File: src/inc/fmr_pkg.sv
// Package: opcodes, status layout, timing constants for the flash command controller
package fmr_pkg;
   localparam logic [7:0] OP_WRITE_ARM = 8'h06;
   localparam logic [7:0] OP_WRITE_DISARM = 8'h04;
   localparam logic [7:0] OP_STATUS_READ = 8'h05;
   localparam logic [7:0] OP_STATUS_WRITE = 8'h01;
   localparam logic [7:0] OP_ENTER_QUAD = 8'h38;
   localparam logic [7:0] OP_LEAVE_QUAD = 8'hFF;
   localparam logic [7:0] OP_RESET_ARM = 8'h66;
   localparam logic [7:0] OP_RESET_FIRE = 8'h99;
   localparam logic [7:0] OP_READ = 8'h03;
   localparam logic [7:0] OP_DUAL_OUT = 8'h3B;
   localparam logic [7:0] OP_DUAL_IO = 8'hBB;
   localparam logic [7:0] OP_QUAD_PAGE = 8'h32;
   localparam logic [7:0] OP_PAGE_PROGRAM = 8'h02;
   localparam logic [7:0] OP_SMALL_WIPE = 8'h20;
   localparam logic [7:0] OP_HALF_WIPE = 8'h52;
   localparam logic [7:0] OP_LARGE_WIPE = 8'hD8;
   localparam logic [7:0] OP_CHIP_WIPE_A = 8'hC7;
   localparam logic [7:0] OP_CHIP_WIPE_B = 8'h60;
   localparam logic [7:0] OP_ENTER_OTP = 8'h3A;
   localparam logic [7:0] OP_QUAD_READ = 8'hEB;
   localparam int BIT_LOCK = 7;
   localparam int BIT_PIN_OFF = 6;
   localparam int BIT_LEVEL_HI = 5;
   localparam int BIT_LEVEL_LO = 2;
   localparam int BIT_LATCH = 1;
   localparam int BIT_BUSY = 0;
   localparam logic [7:0] STATUS_RESET = 8'h00;
   localparam int CLK_MHZ = 250;
   localparam int RESET_RECOVER_US = 28;
   localparam int RESET_RECOVER_CYC = RESET_RECOVER_US * CLK_MHZ;
   localparam int STATUS_WRITE_CYC = 64;
   localparam int PROGRAM_CYC = 256;
   localparam int ERASE_CYC = 1024;
endpackage

File: src/design/fmr_ctrl.sv
// Command interpreter for lane mode, software reset, write latch and status register
`timescale 1ns/100ps
`default_nettype none
module fmr_ctrl #(
   parameter int RECOVER_CYC = fmr_pkg::RESET_RECOVER_CYC,
   parameter int STATUS_WRITE_CYC = fmr_pkg::STATUS_WRITE_CYC,
   parameter int PROGRAM_CYC = fmr_pkg::PROGRAM_CYC,
   parameter int ERASE_CYC = fmr_pkg::ERASE_CYC
) (
   input wire logic core_clk,
   input wire logic reset,
   input wire logic cs_n,
   input wire logic sclk,
   input wire logic [3:0] dq_in,
   output logic [3:0] dq_out,
   output logic [3:0] dq_oe,
   input wire logic wp_n,
   input wire logic enhance_active,
   output logic four_lane_cmd_mode,
   output logic otp_mode,
   output logic [7:0] flash_status,
   output logic protect_pins_on,
   output logic busy_abort
);
   import fmr_pkg::*;

   // ==========================================================
   // Pin synchronisers
   // ==========================================================
   logic [5:0] s1_q;
   logic [5:0] s2_q;
   logic sclk_prev_q;
   logic wp_meta_n_q;
   logic wp_sync_n_q;
   // Clock resets to its idle low level, so release of reset shows no false edge
   always_ff @(posedge core_clk or posedge reset) begin
      if (reset) begin
         s1_q <= 6'h2F;
         s2_q <= 6'h2F;
         sclk_prev_q <= 1'b0;
         wp_meta_n_q <= 1'b1;
         wp_sync_n_q <= 1'b1;
      end else begin
         s1_q <= {cs_n, sclk, dq_in};
         s2_q <= s1_q;
         sclk_prev_q <= s2_q[4];
         // Protect pin is slow but asynchronous; raw it could split hw_protect
         wp_meta_n_q <= wp_n;
         wp_sync_n_q <= wp_meta_n_q;
      end
   end
   logic cs_sn;
   logic sclk_s;
   logic [3:0] dq_s;
   assign cs_sn = s2_q[5];
   assign sclk_s = s2_q[4];
   assign dq_s = s2_q[3:0];
   logic rise;
   logic fall;
   assign rise = sclk_s & ~sclk_prev_q & ~cs_sn;
   assign fall = ~sclk_s & sclk_prev_q & ~cs_sn;
   logic cs_prev_q;
   always_ff @(posedge core_clk or posedge reset) begin
      if (reset) begin
         cs_prev_q <= 1'b1;
      end else begin
         cs_prev_q <= cs_sn;
      end
   end
   logic frame_end;
   assign frame_end = cs_sn & ~cs_prev_q;

   // ==========================================================
   // Frame shifter: opcode then one data byte
   // ==========================================================
   logic [7:0] shift_q;
   logic [7:0] opcode_q;
   logic [7:0] data_q;
   logic [4:0] bits_q;
   logic quad_q;
   logic [4:0] step;
   assign step = quad_q ? 5'd4 : 5'd1;
   logic [5:0] bits_sum;
   assign bits_sum = {1'b0, bits_q} + {1'b0, step};
   logic [7:0] shift_next;
   assign shift_next = quad_q ? {shift_q[3:0], dq_s} : {shift_q[6:0], dq_s[0]};
   always_ff @(posedge core_clk or posedge reset) begin
      if (reset) begin
         shift_q <= 8'h00;
         opcode_q <= 8'h00;
         data_q <= 8'h00;
         bits_q <= 5'h00;
      end else if (cs_sn) begin
         bits_q <= 5'h00;
      end else if (rise) begin
         shift_q <= shift_next;
         // Wrap back to a byte boundary so a long status read keeps reloading
         bits_q <= bits_sum[5] ? 5'd24 : bits_sum[4:0];
         if (bits_sum == 6'd8) begin
            opcode_q <= shift_next;
         end
         if (bits_sum == 6'd16) begin
            data_q <= shift_next;
         end
      end
   end
   // Frames with exactly an opcode, or an opcode plus exactly one byte
   logic op_only;
   logic op_byte;
   assign op_only = frame_end & (bits_q == 5'd8);
   assign op_byte = frame_end & (bits_q == 5'd16);

   // ==========================================================
   // Operation timer and busy
   // ==========================================================
   logic [31:0] timer_q;
   logic busy_q;
   logic nv_write_q;
   logic abort_q;
   logic [7:0] nv_q;
   logic latch_q;
   logic armed_q;
   logic otp_q;
   logic [7:0] nv_pend_q;

   logic is_write_op;
   logic is_wipe;
   logic [3:0] levels;
   logic hw_protect;
   assign levels = nv_q[BIT_LEVEL_HI:BIT_LEVEL_LO];
   assign hw_protect = nv_q[BIT_LOCK] & ~wp_sync_n_q & ~nv_q[BIT_PIN_OFF] & ~otp_q;
   assign is_wipe = (opcode_q == OP_SMALL_WIPE) | (opcode_q == OP_HALF_WIPE)
      | (opcode_q == OP_LARGE_WIPE);
   // Address-level protection is outside this block: any non-zero level blocks it
   logic prog_ok;
   logic chip_ok;
   assign prog_ok = latch_q & ~busy_q & (levels == 4'h0) & ~(otp_q & nv_q[BIT_LOCK]);
   assign chip_ok = latch_q & ~busy_q & (levels == 4'h0);
   logic start_prog;
   logic start_wipe;
   logic start_sw;
   assign start_prog = frame_end & (bits_q > 5'd8) & prog_ok
      & ((opcode_q == OP_PAGE_PROGRAM) | ((opcode_q == OP_QUAD_PAGE) & ~quad_q));
   assign start_wipe = frame_end & (bits_q > 5'd8) & prog_ok & is_wipe
      | op_only & chip_ok & ((opcode_q == OP_CHIP_WIPE_A) | (opcode_q == OP_CHIP_WIPE_B));
   assign start_sw = (opcode_q == OP_STATUS_WRITE) & op_byte & latch_q & ~busy_q
      & ~hw_protect;
   assign is_write_op = start_prog | start_wipe | start_sw;
   logic fire;
   assign fire = op_only & (opcode_q == OP_RESET_FIRE) & armed_q;

   always_ff @(posedge core_clk or posedge reset) begin
      if (reset) begin
         timer_q <= 32'h0;
         busy_q <= 1'b0;
         nv_write_q <= 1'b0;
         abort_q <= 1'b0;
      end else if (fire) begin
         // Recovery keeps busy high; longer when an operation was cut short
         busy_q <= 1'b1;
         abort_q <= busy_q;
         nv_write_q <= 1'b0;
         timer_q <= busy_q ? 32'(RECOVER_CYC) : 32'h1;
      end else if (is_write_op) begin
         busy_q <= 1'b1;
         nv_write_q <= start_sw;
         timer_q <= start_sw ? 32'(STATUS_WRITE_CYC)
            : (start_prog ? 32'(PROGRAM_CYC) : 32'(ERASE_CYC));
      end else if (busy_q) begin
         if (timer_q <= 32'h1) begin
            busy_q <= 1'b0;
            nv_write_q <= 1'b0;
            abort_q <= 1'b0;
         end else begin
            timer_q <= timer_q - 32'h1;
         end
      end
   end
   logic op_done;
   assign op_done = busy_q & (timer_q <= 32'h1) & ~abort_q & ~fire;

   // ==========================================================
   // Write latch, arm state, lane mode, status bits
   // ==========================================================
   logic any_cmd;
   assign any_cmd = frame_end & (bits_q >= 5'd8);
   always_ff @(posedge core_clk or posedge reset) begin
      if (reset) begin
         armed_q <= 1'b0;
      end else if (any_cmd) begin
         armed_q <= op_only & (opcode_q == OP_RESET_ARM);
      end
   end

   always_ff @(posedge core_clk or posedge reset) begin
      if (reset) begin
         latch_q <= 1'b0;
      end else if (fire) begin
         latch_q <= 1'b0;
      end else if (op_done | is_write_op & ~start_sw) begin
         latch_q <= op_done ? 1'b0 : latch_q;
      end else if (op_only & (opcode_q == OP_WRITE_ARM)) begin
         latch_q <= 1'b1;
      end else if (op_only & (opcode_q == OP_WRITE_DISARM) & ~otp_q) begin
         latch_q <= 1'b0;
      end
   end

   always_ff @(posedge core_clk or posedge reset) begin
      if (reset) begin
         quad_q <= 1'b0;
      end else if (fire) begin
         quad_q <= 1'b0;
      end else if (op_only & (opcode_q == OP_ENTER_QUAD)) begin
         quad_q <= 1'b1;
      end else if (op_only & (opcode_q == OP_LEAVE_QUAD) & ~enhance_active) begin
         quad_q <= 1'b0;
      end
   end

   always_ff @(posedge core_clk or posedge reset) begin
      if (reset) begin
         otp_q <= 1'b0;
      end else if (fire) begin
         otp_q <= 1'b0;
      end else if (op_only & (opcode_q == OP_ENTER_OTP) & ~busy_q) begin
         otp_q <= 1'b1;
      end else if (op_only & (opcode_q == OP_WRITE_DISARM)) begin
         otp_q <= 1'b0;
      end
   end

   always_ff @(posedge core_clk or posedge reset) begin
      if (reset) begin
         nv_pend_q <= STATUS_RESET;
      end else if (start_sw) begin
         if (otp_q) begin
            nv_pend_q <= nv_q | 8'h80;
         end else begin
            nv_pend_q <= {data_q[7:2], 2'b00};
         end
      end
   end

   always_ff @(posedge core_clk or posedge reset) begin
      if (reset) begin
         nv_q <= STATUS_RESET;
      end else if (fire) begin
         nv_q <= STATUS_RESET;
      end else if (op_done & nv_write_q & ~hw_protect) begin
         // A write in flight when protection engages is dropped; locked bits move only on a reset fire
         nv_q <= {nv_pend_q[7:2], 2'b00};
      end
   end

   // ==========================================================
   // Status read output
   // ==========================================================
   logic [7:0] status_now;
   assign status_now = {nv_q[7:2], latch_q, busy_q};
   logic reading_q;
   logic [7:0] out_sh_q;
   logic [3:0] out_oe_q;
   always_ff @(posedge core_clk or posedge reset) begin
      if (reset) begin
         reading_q <= 1'b0;
         out_sh_q <= 8'h00;
         out_oe_q <= 4'h0;
      end else if (cs_sn) begin
         reading_q <= 1'b0;
         out_oe_q <= 4'h0;
      end else if (fall) begin
         if ((bits_q >= 5'd8) & ((bits_q - 5'd8) % 5'(8) == 5'd0)
            & (opcode_q == OP_STATUS_READ)) begin
            reading_q <= 1'b1;
            out_sh_q <= status_now;
            out_oe_q <= quad_q ? 4'hF : 4'h2;
         end else if (reading_q) begin
            out_sh_q <= quad_q ? {out_sh_q[3:0], 4'h0} : {out_sh_q[6:0], 1'b0};
         end
      end
   end
   assign dq_out = quad_q ? out_sh_q[7:4] : {2'b00, out_sh_q[7], 1'b0};
   assign dq_oe = out_oe_q;

   assign four_lane_cmd_mode = quad_q;
   assign otp_mode = otp_q;
   assign flash_status = status_now;
   assign protect_pins_on = ~nv_q[BIT_PIN_OFF];
   assign busy_abort = abort_q;

   // ==========================================================
   // Checks
   // ==========================================================
   fire_clears_a: assert property (@(posedge core_clk) disable iff (reset)
      fire |=> (nv_q == 8'h00) && !latch_q && !quad_q)
      else $error("reset fire did not clear state");
   arm_cancel_a: assert property (@(posedge core_clk) disable iff (reset)
      any_cmd && !(op_only && opcode_q == OP_RESET_ARM) |=> !armed_q)
      else $error("armed reset survived another command");
   latch_set_a: assert property (@(posedge core_clk) disable iff (reset)
      op_only && opcode_q == OP_WRITE_ARM && !fire && !op_done |=> latch_q)
      else $error("write arm did not set latch");
   latch_gate_a: assert property (@(posedge core_clk) disable iff (reset)
      is_write_op |-> latch_q)
      else $error("write operation started without latch");
   busy_start_a: assert property (@(posedge core_clk) disable iff (reset)
      is_write_op && !fire |=> busy_q)
      else $error("busy not raised");
   done_latch_a: assert property (@(posedge core_clk) disable iff (reset)
      op_done |=> !latch_q)
      else $error("latch not cleared at completion");
   quad_enter_a: assert property (@(posedge core_clk) disable iff (reset)
      op_only && opcode_q == OP_ENTER_QUAD && !fire |=> quad_q)
      else $error("four lane mode not entered");
   hw_lock_a: assert property (@(posedge core_clk) disable iff (reset)
      hw_protect |-> !start_sw)
      else $error("status write in hardware protection");
   chip_wipe_a: assert property (@(posedge core_clk) disable iff (reset)
      start_wipe |-> levels == 4'h0)
      else $error("wipe with protect levels set");
   hw_hold_a: assert property (@(posedge core_clk) disable iff (reset)
      hw_protect && !fire |=> nv_q[7:2] == $past(nv_q[7:2]))
      else $error("locked status bits changed");
   otp_lock_a: assert property (@(posedge core_clk) disable iff (reset)
      otp_q && nv_q[BIT_LOCK] && !fire |=> nv_q[BIT_LOCK])
      else $error("one time area lock cleared");
   quad_leave_a: assert property (@(posedge core_clk) disable iff (reset)
      op_only && opcode_q == OP_LEAVE_QUAD && !enhance_active && !fire |=> !quad_q)
      else $error("four lane mode not left");
   abort_busy_a: assert property (@(posedge core_clk) disable iff (reset)
      fire && busy_q |=> busy_q && abort_q)
      else $error("abort recovery not flagged");
   sw_frame_a: assert property (@(posedge core_clk) disable iff (reset)
      op_only && opcode_q == OP_STATUS_WRITE && !busy_q |=> !busy_q)
      else $error("status write without data byte ran");
   disarm_clear_a: assert property (@(posedge core_clk) disable iff (reset)
      op_only && opcode_q == OP_WRITE_DISARM && !otp_q && !fire |=> !latch_q)
      else $error("write disarm left latch set");
endmodule
`default_nettype wire

File: config.mk
export PLATFORM = sky130hd
export DESIGN_NAME = fmr_ctrl
export DESIGN_NICKNAME = d
export VERILOG_FILES = /design/src/inc/fmr_pkg.sv /design/src/design/fmr_ctrl.sv
export SDC_FILE = /design/constraint.sdc
export NUM_CORES = 1
export LEC_CHECK = 0
export CAP_MARGIN = 20
export CORE_MARGIN = 2
export CORE_UTILIZATION = 50
export DETAILED_ROUTE_END_ITERATION = 8
export DONT_BUFFER_PORTS = 1
export SYNTH_ARGS = -nofsm -noshare
export SYNTH_HDL_FRONTEND = slang
export SYNTH_SLANG_ARGS = --single-unit
File: constraint.sdc
create_clock -name core_clk -period 5.3 [get_ports core_clk]
set_input_delay 0 -clock core_clk [delete_from_list [all_inputs] [get_ports core_clk]]
set_output_delay 0 -clock core_clk [all_outputs]
set_load 0.01 [all_outputs]
### After elaboration in Yosys (flattened, before gate mapping)

Cells that the tools add are included.

* input bits: 10
* output and inout bits: 20
* register bits: 112

* add/sub/neg operators: 3
* mux-type cells: 47
* magnitude comparators: 3
* bitwise logic cells: 68
* eq/ne operators: 23
* reductions and logical operators: 23

Operator list (count)
* 32-bit two-way mux: 4
* 8-bit two-way mux: 7
* 1-bit AND: 45
* 8-bit by 6-bit == test with 1-bit output (second input constant): 4
* 8-bit == test (second input constant): 4
* 32-bit by 1-bit less-or-equal comparator with 1-bit output (second input constant): 1
* 32-bit by 1-bit subtractor with 32-bit output (second input constant): 1
* 8-bit by 3-bit == test with 1-bit output (second input constant): 3
* 8-bit by 7-bit == test with 1-bit output (second input constant): 3
* 1-bit two-way mux: 24
* 11-bit two-way mux: 2
* 4-bit two-way mux: 5
* 5-bit two-way mux: 3
* 1-bit inverter: 15
* 2-bit nonzero test: 7
* 13-bit two-way mux: 1
* 3-bit AND reduction: 4
* 3-bit nonzero test: 4
* 2-bit AND reduction: 5
* 8-bit by 1-bit == test with 1-bit output (second input constant): 1
* 8-bit by 2-bit == test with 1-bit output (second input constant): 1
* 1-bit OR: 8
* 5-bit by 3-bit adder with 6-bit output: 1
* 6-bit by 4-bit == test with 1-bit output (second input constant): 1
* other kinds (12): 13

### Depth between registers and ports, before layout

* word-level depth: 13
* mapped depth: 12

### Least setup slack after synthesis

OpenSTA, ideal clock, no wires.

* path type: register to register
* start: register quad_q, in the netlist four_lane_cmd_mode
* end: register opcode_q[1]
* arrival time: 2521 ps
* clock period less this slack: 2656 ps
* library setup time: 135 ps
* cell stages (with the launch flop): 13
* required time: 5165 ps
* slack: 2644 ps
* path through: dfrtp_1 -> buf_1 -> inv_1 -> ha_1 -> ha_1 -> a21oi_1 -> nor2b_1 -> xnor2_1 -> or4_1 -> clkbuf_1 -> clkbuf_1 -> nand2_1 -> o21ai_0

* cells in the longest elaborated chain, start to end: 4
* elaborated cells between the ends (all ways): 5
* those cells by class: add/sub: 1; eq/ne: 1; mux: 2; reduce/logical: 1

RTL lines
* start: declaration: RTL line fmr_ctrl.sv:80 `logic quad_q;`
* start signal: assignment: RTL line fmr_ctrl.sv:211 `quad_q <= 1'b0;`
* start signal: assignment: RTL line fmr_ctrl.sv:213 `quad_q <= 1'b0;`
* start signal: assignment: RTL line fmr_ctrl.sv:215 `quad_q <= 1'b1;`
* 3-bit two-way mux: RTL line fmr_ctrl.sv:82 `assign step = quad_q ? 5'd4 : 5'd1;`
* 5-bit by 3-bit adder with 6-bit output: RTL line fmr_ctrl.sv:84 `assign bits_sum = {1'b0, bits_q} + {1'b0, step};`
* 6-bit by 4-bit == test with 1-bit output: RTL line fmr_ctrl.sv:99 `if (bits_sum == 6'd8) begin`
* 3-bit AND reduction (no line)
* end signal: assignment: RTL line fmr_ctrl.sv:100 `opcode_q <= shift_next;`
* end: declaration: RTL line fmr_ctrl.sv:77 `logic [7:0] opcode_q;`

Parallel ways exist; a longest one is shown, timed or not.
A chain may end at the register's enable or synchronous reset.

### Worst setup path after layout

* start: register opcode_q[5]
* end: register timer_q[0]

* cells in the longest elaborated chain, start to end: 9
* elaborated cells between the ends (all ways): 32
* those cells by class: eq/ne: 10; mux: 3; bitwise: 17; reduce/logical: 2

RTL lines
* 8-bit by 6-bit == test with 1-bit output / 8-bit by 7-bit == test with 1-bit output (equally long branches): RTL line fmr_ctrl.sv:132 `assign is_wipe = (opcode_q == OP_SMALL_WIPE) | (opcode_q == OP_HALF_WIPE)`
* 1-bit OR: RTL line fmr_ctrl.sv:132
* 1-bit OR: RTL line fmr_ctrl.sv:133 `| (opcode_q == OP_LARGE_WIPE);`
* 1-bit AND: RTL line fmr_ctrl.sv:144 `assign start_wipe = frame_end & (bits_q > 5'd8) & prog_ok & is_wipe`
* 1-bit OR: RTL line fmr_ctrl.sv:145 `| op_only & chip_ok & ((opcode_q == OP_CHIP_WIPE_A) | (opcode_q == OP_CHIP_WIPE_B));`
* 1-bit OR (2 in series): RTL line fmr_ctrl.sv:148 `assign is_write_op = start_prog | start_wipe | start_sw;`
* 3-bit != test (no line) (tied with other cells)
* 2-bit AND reduction (no line) / 32-bit two-way mux (equally long branches)
* end signal: assignment: RTL line fmr_ctrl.sv:163 `timer_q <= busy_q ? 32'(RECOVER_CYC) : 32'h1;`
* end signal: assignment: RTL line fmr_ctrl.sv:167 `timer_q <= start_sw ? 32'(STATUS_WRITE_CYC)`
* end signal: assignment: RTL line fmr_ctrl.sv:175 `timer_q <= timer_q - 32'h1;`
* end: declaration: RTL line fmr_ctrl.sv:116 `logic [31:0] timer_q;`

Parallel ways exist; a longest one is shown, timed or not.

==> impl_metrics.ini <==
[final_layout]
register_area_sq_um = 2590
layout.nets = 532
layout-drive-gt1-share_pct = 10.9
multi_input_area_sq_um = 2390
antenna_cells = 0
syn2layout_area_growth_pct = 5.75
fillers = 926

[sta]
fin_crit_ns = 3.31
hold_slack_ns = 0.0421
post-route-period-util_pct = 62.4
setup_violations = 0
hold_violations = 0
timing.final.ws_setup_ns = 1.99
skew_ns = 0.0188
setup_tns_ns = 0
fmax_mhz = 302
drv_slew = 0
rsz0062_at_grt = no
worst_pin_slew_ns = 1.07
relSlewSlack_pct = 28.5

[yosys]
synth_cell_types = 66
yosys.area.top_type_share_pct = 43.3
synthTopCellsByCount = dfrtp_1, nor2_1, a21oi_1
syn_area_per_cell_sq_um = 9.89
synth_ff_type = dfrtp_1
synthCells = 526
synth_area_leaders = dfrtp_1, dfstp_2, nor2_1, a21oi_1, mux2i_1
seq_area_frac_synth_pct = 49.9
synth_nets = 541
post-synth-top-count-cell = dfrtp_1
syn_area_sq_um = 5200
async_flop_share_pct = 100
synth_top_cell_by_area = dfrtp_1
ys_ff_latch = 103
synth_edf_count = 0
yosys_warnings = 0

[worst_setup_path]
slowest_stage = nand2_1
arrival_ns = 3.55
cp-end-kind = register
critical-path-max-stage-delay_ns = 0.65
path_class = register to register
critical_path.cell_chain = or3b_1 > or4_1 > nor2_2 > nor3_1 > nand2_1 > o22ai_1
cp_max_fo = 23
startpoint_type = register
cp.required_ns = 5.54

[detailed_routing]
ant_nets = 0
wl_mm = 11.0
viasPerCell = 5.84
drtIter0Drc = 268
vias = 3844
drc_errors = 0
drtPass1Iterations = 4
wl_per_cell_um = 16.7

[floorplan]
core.rowCount = 37
start_util_pct = 50.8
die_y_um = 106
ios = 30
die_x_um = 106
die_area_sq_um = 11200
core_area_sq_um = 10200

[power]
leakage_nw = 2.42
powerDensity_nw_per_um2 = 254
peakVddDrop_v = 0.000189

[global_route]
grt_max_degree = 79
antenna_found_initial = 0
grt.total_usage_pct = 20.8
grt_pass1_vias = 3684
grt_pass1_wl_mm = 18.7
grt-ovfl-total = 0

[run]
drv_cap = 0

[cts]
clock-sinks = 103
cts_tree = yes
path_clk_slew_ns = 0.11
cts_max_path_buffers = 2
root_buffer = clkbuf_8
post_cts_resize_count = 0
htree_levels = 3
clk_latency_ns = 0.39
cts_made_buffers = 9
cts_setup_buffers = 0

[place]
gp_congestion = 0.803
port_buffers = 0
dp_hpwl_mm = 7.52
pre_cts_slack_ns = 2.02

[min_path]
min_path_type = primary input to async pin

[status]
status = finished clean
[flip-flops by register name, summed over array words and instances (netlist names), 2 cells and up]
signal / flops
s2_q: 6
nv_q: 6
opcode_q: 8
data_q: 6
shift_q: 7
nv_pend_q: 6
dq_oe: 2
timer_q: 32
out_sh_q: 8
s1_q: 6
bits_q: 5
[where the power goes]
group          switching (W)  internal [W]
Sequential         0.0000252      0.000813
Combinational      0.0000504     0.0000306
Clock               0.000298      0.000181
Total               0.000374       0.00102
[cell families after synthesis]
logic type	count (synthesis)	synth area share, %
mux	23	4.59
fa+ha+maj	5	1.20
flops	103	49.9
xor+xnor	17	2.86
buf+inv	43	4.23
compound gates	115	14.1
simple gates	220	23.1
[through the flow]
step	instance area (sq um)	total power (W)	util [%]	instances
2_1_floorplan	5200	0.000908	-	526
3_3_place_gp	5220	0.000929	51.0	633
3_5_place_dp	5220	0.000931	51.0	633
4_1_cts	5500	0.00142	53.8	658
5_1_grt	5500	0.00146	53.8	658
6_report	5500	0.00140	53.8	658
[routing by layer]
metal,up-vias,GRT usage [%],wire length (um)
li1,1879,-,-
met1,1895,29.4,5460
met2,57,32.6,4970
met3,13,4.17,403
met4,0,6.58,167
met5,-,0,0
[cells in the final DEF, fill, tap and decap left out, types with 3 or more instances in the layout]
master / count
o21ai_0: 29
or4_1: 11
nor3b_1: 5
or3_1: 14
nand2b_1: 7
a21oi_1: 42
nand2_1: 36
clkbuf_8: 9
nand4_1: 4
inv_8: 3
a22o_1: 6
nand3_1: 16
mux2_2: 7
o31ai_1: 5
dfstp_2: 13
xor2_1: 7
nor3_1: 14
nor2b_1: 8
buf_4: 4
mux2i_1: 16
and2_1: 6
clkinvlp_4: 3
a211oi_1: 5
nor4_1: 16
a31oi_1: 4
nor2_1: 58
nand4b_1: 4
xnor2_1: 10
ha_1: 5
dfrtp_1: 90
inv_1: 9
dlygate4sd3_1: 9
[worst paths after layout]
path | to | slack, ns | startpoint | cells after the start
setup / recovery | timer_q[0] | 1.99 | opcode_q[5] | 6
hold / removal | bits_q[0] | 0.04 | reset | 2
setup reg to reg | timer_q[0] | 1.99 | opcode_q[5] | 6
hold reg to reg | s2_q[4] | 0.36 | s1_q[4] | 0
max in group asynchronous | timer_q[8] | 3.98 | reset | 3
min in group core_clk | s1_q[1] | 0.15 | dq_in[1] | 1
[area by class of cell]
| type | instances | share of cell area [%] |
|---|---|---|
| Clock buffer | 9 | 2.25 |
| Clock inverter | 7 | 1.18 |
| Inverter | 10 | 0.728 |
| Multi-Input combinational cell | 380 | 43.4 |
| Sequential cell | 103 | 47.2 |
| Tap cell | 136 | 3.09 |
| Timing Repair Buffer | 13 | 2.18 |
[worst max-delay path, delay by kind of cell (launching register included)]
| family | cells | cell delay, ns |
|---|---|---|
| compound gates | 1 | 0.16 |
| simple gates | 5 | 2.50 |
| flops | 1 | 0.51 |
[timing repair]
item | 4_1_cts | 5_1_grt
hold buffers | 9 | 0
endpoints found under the setup margin | 0 | 0
endpoints found under the hold margin | 33 | 0
Power figures use the tool's default switching activity.
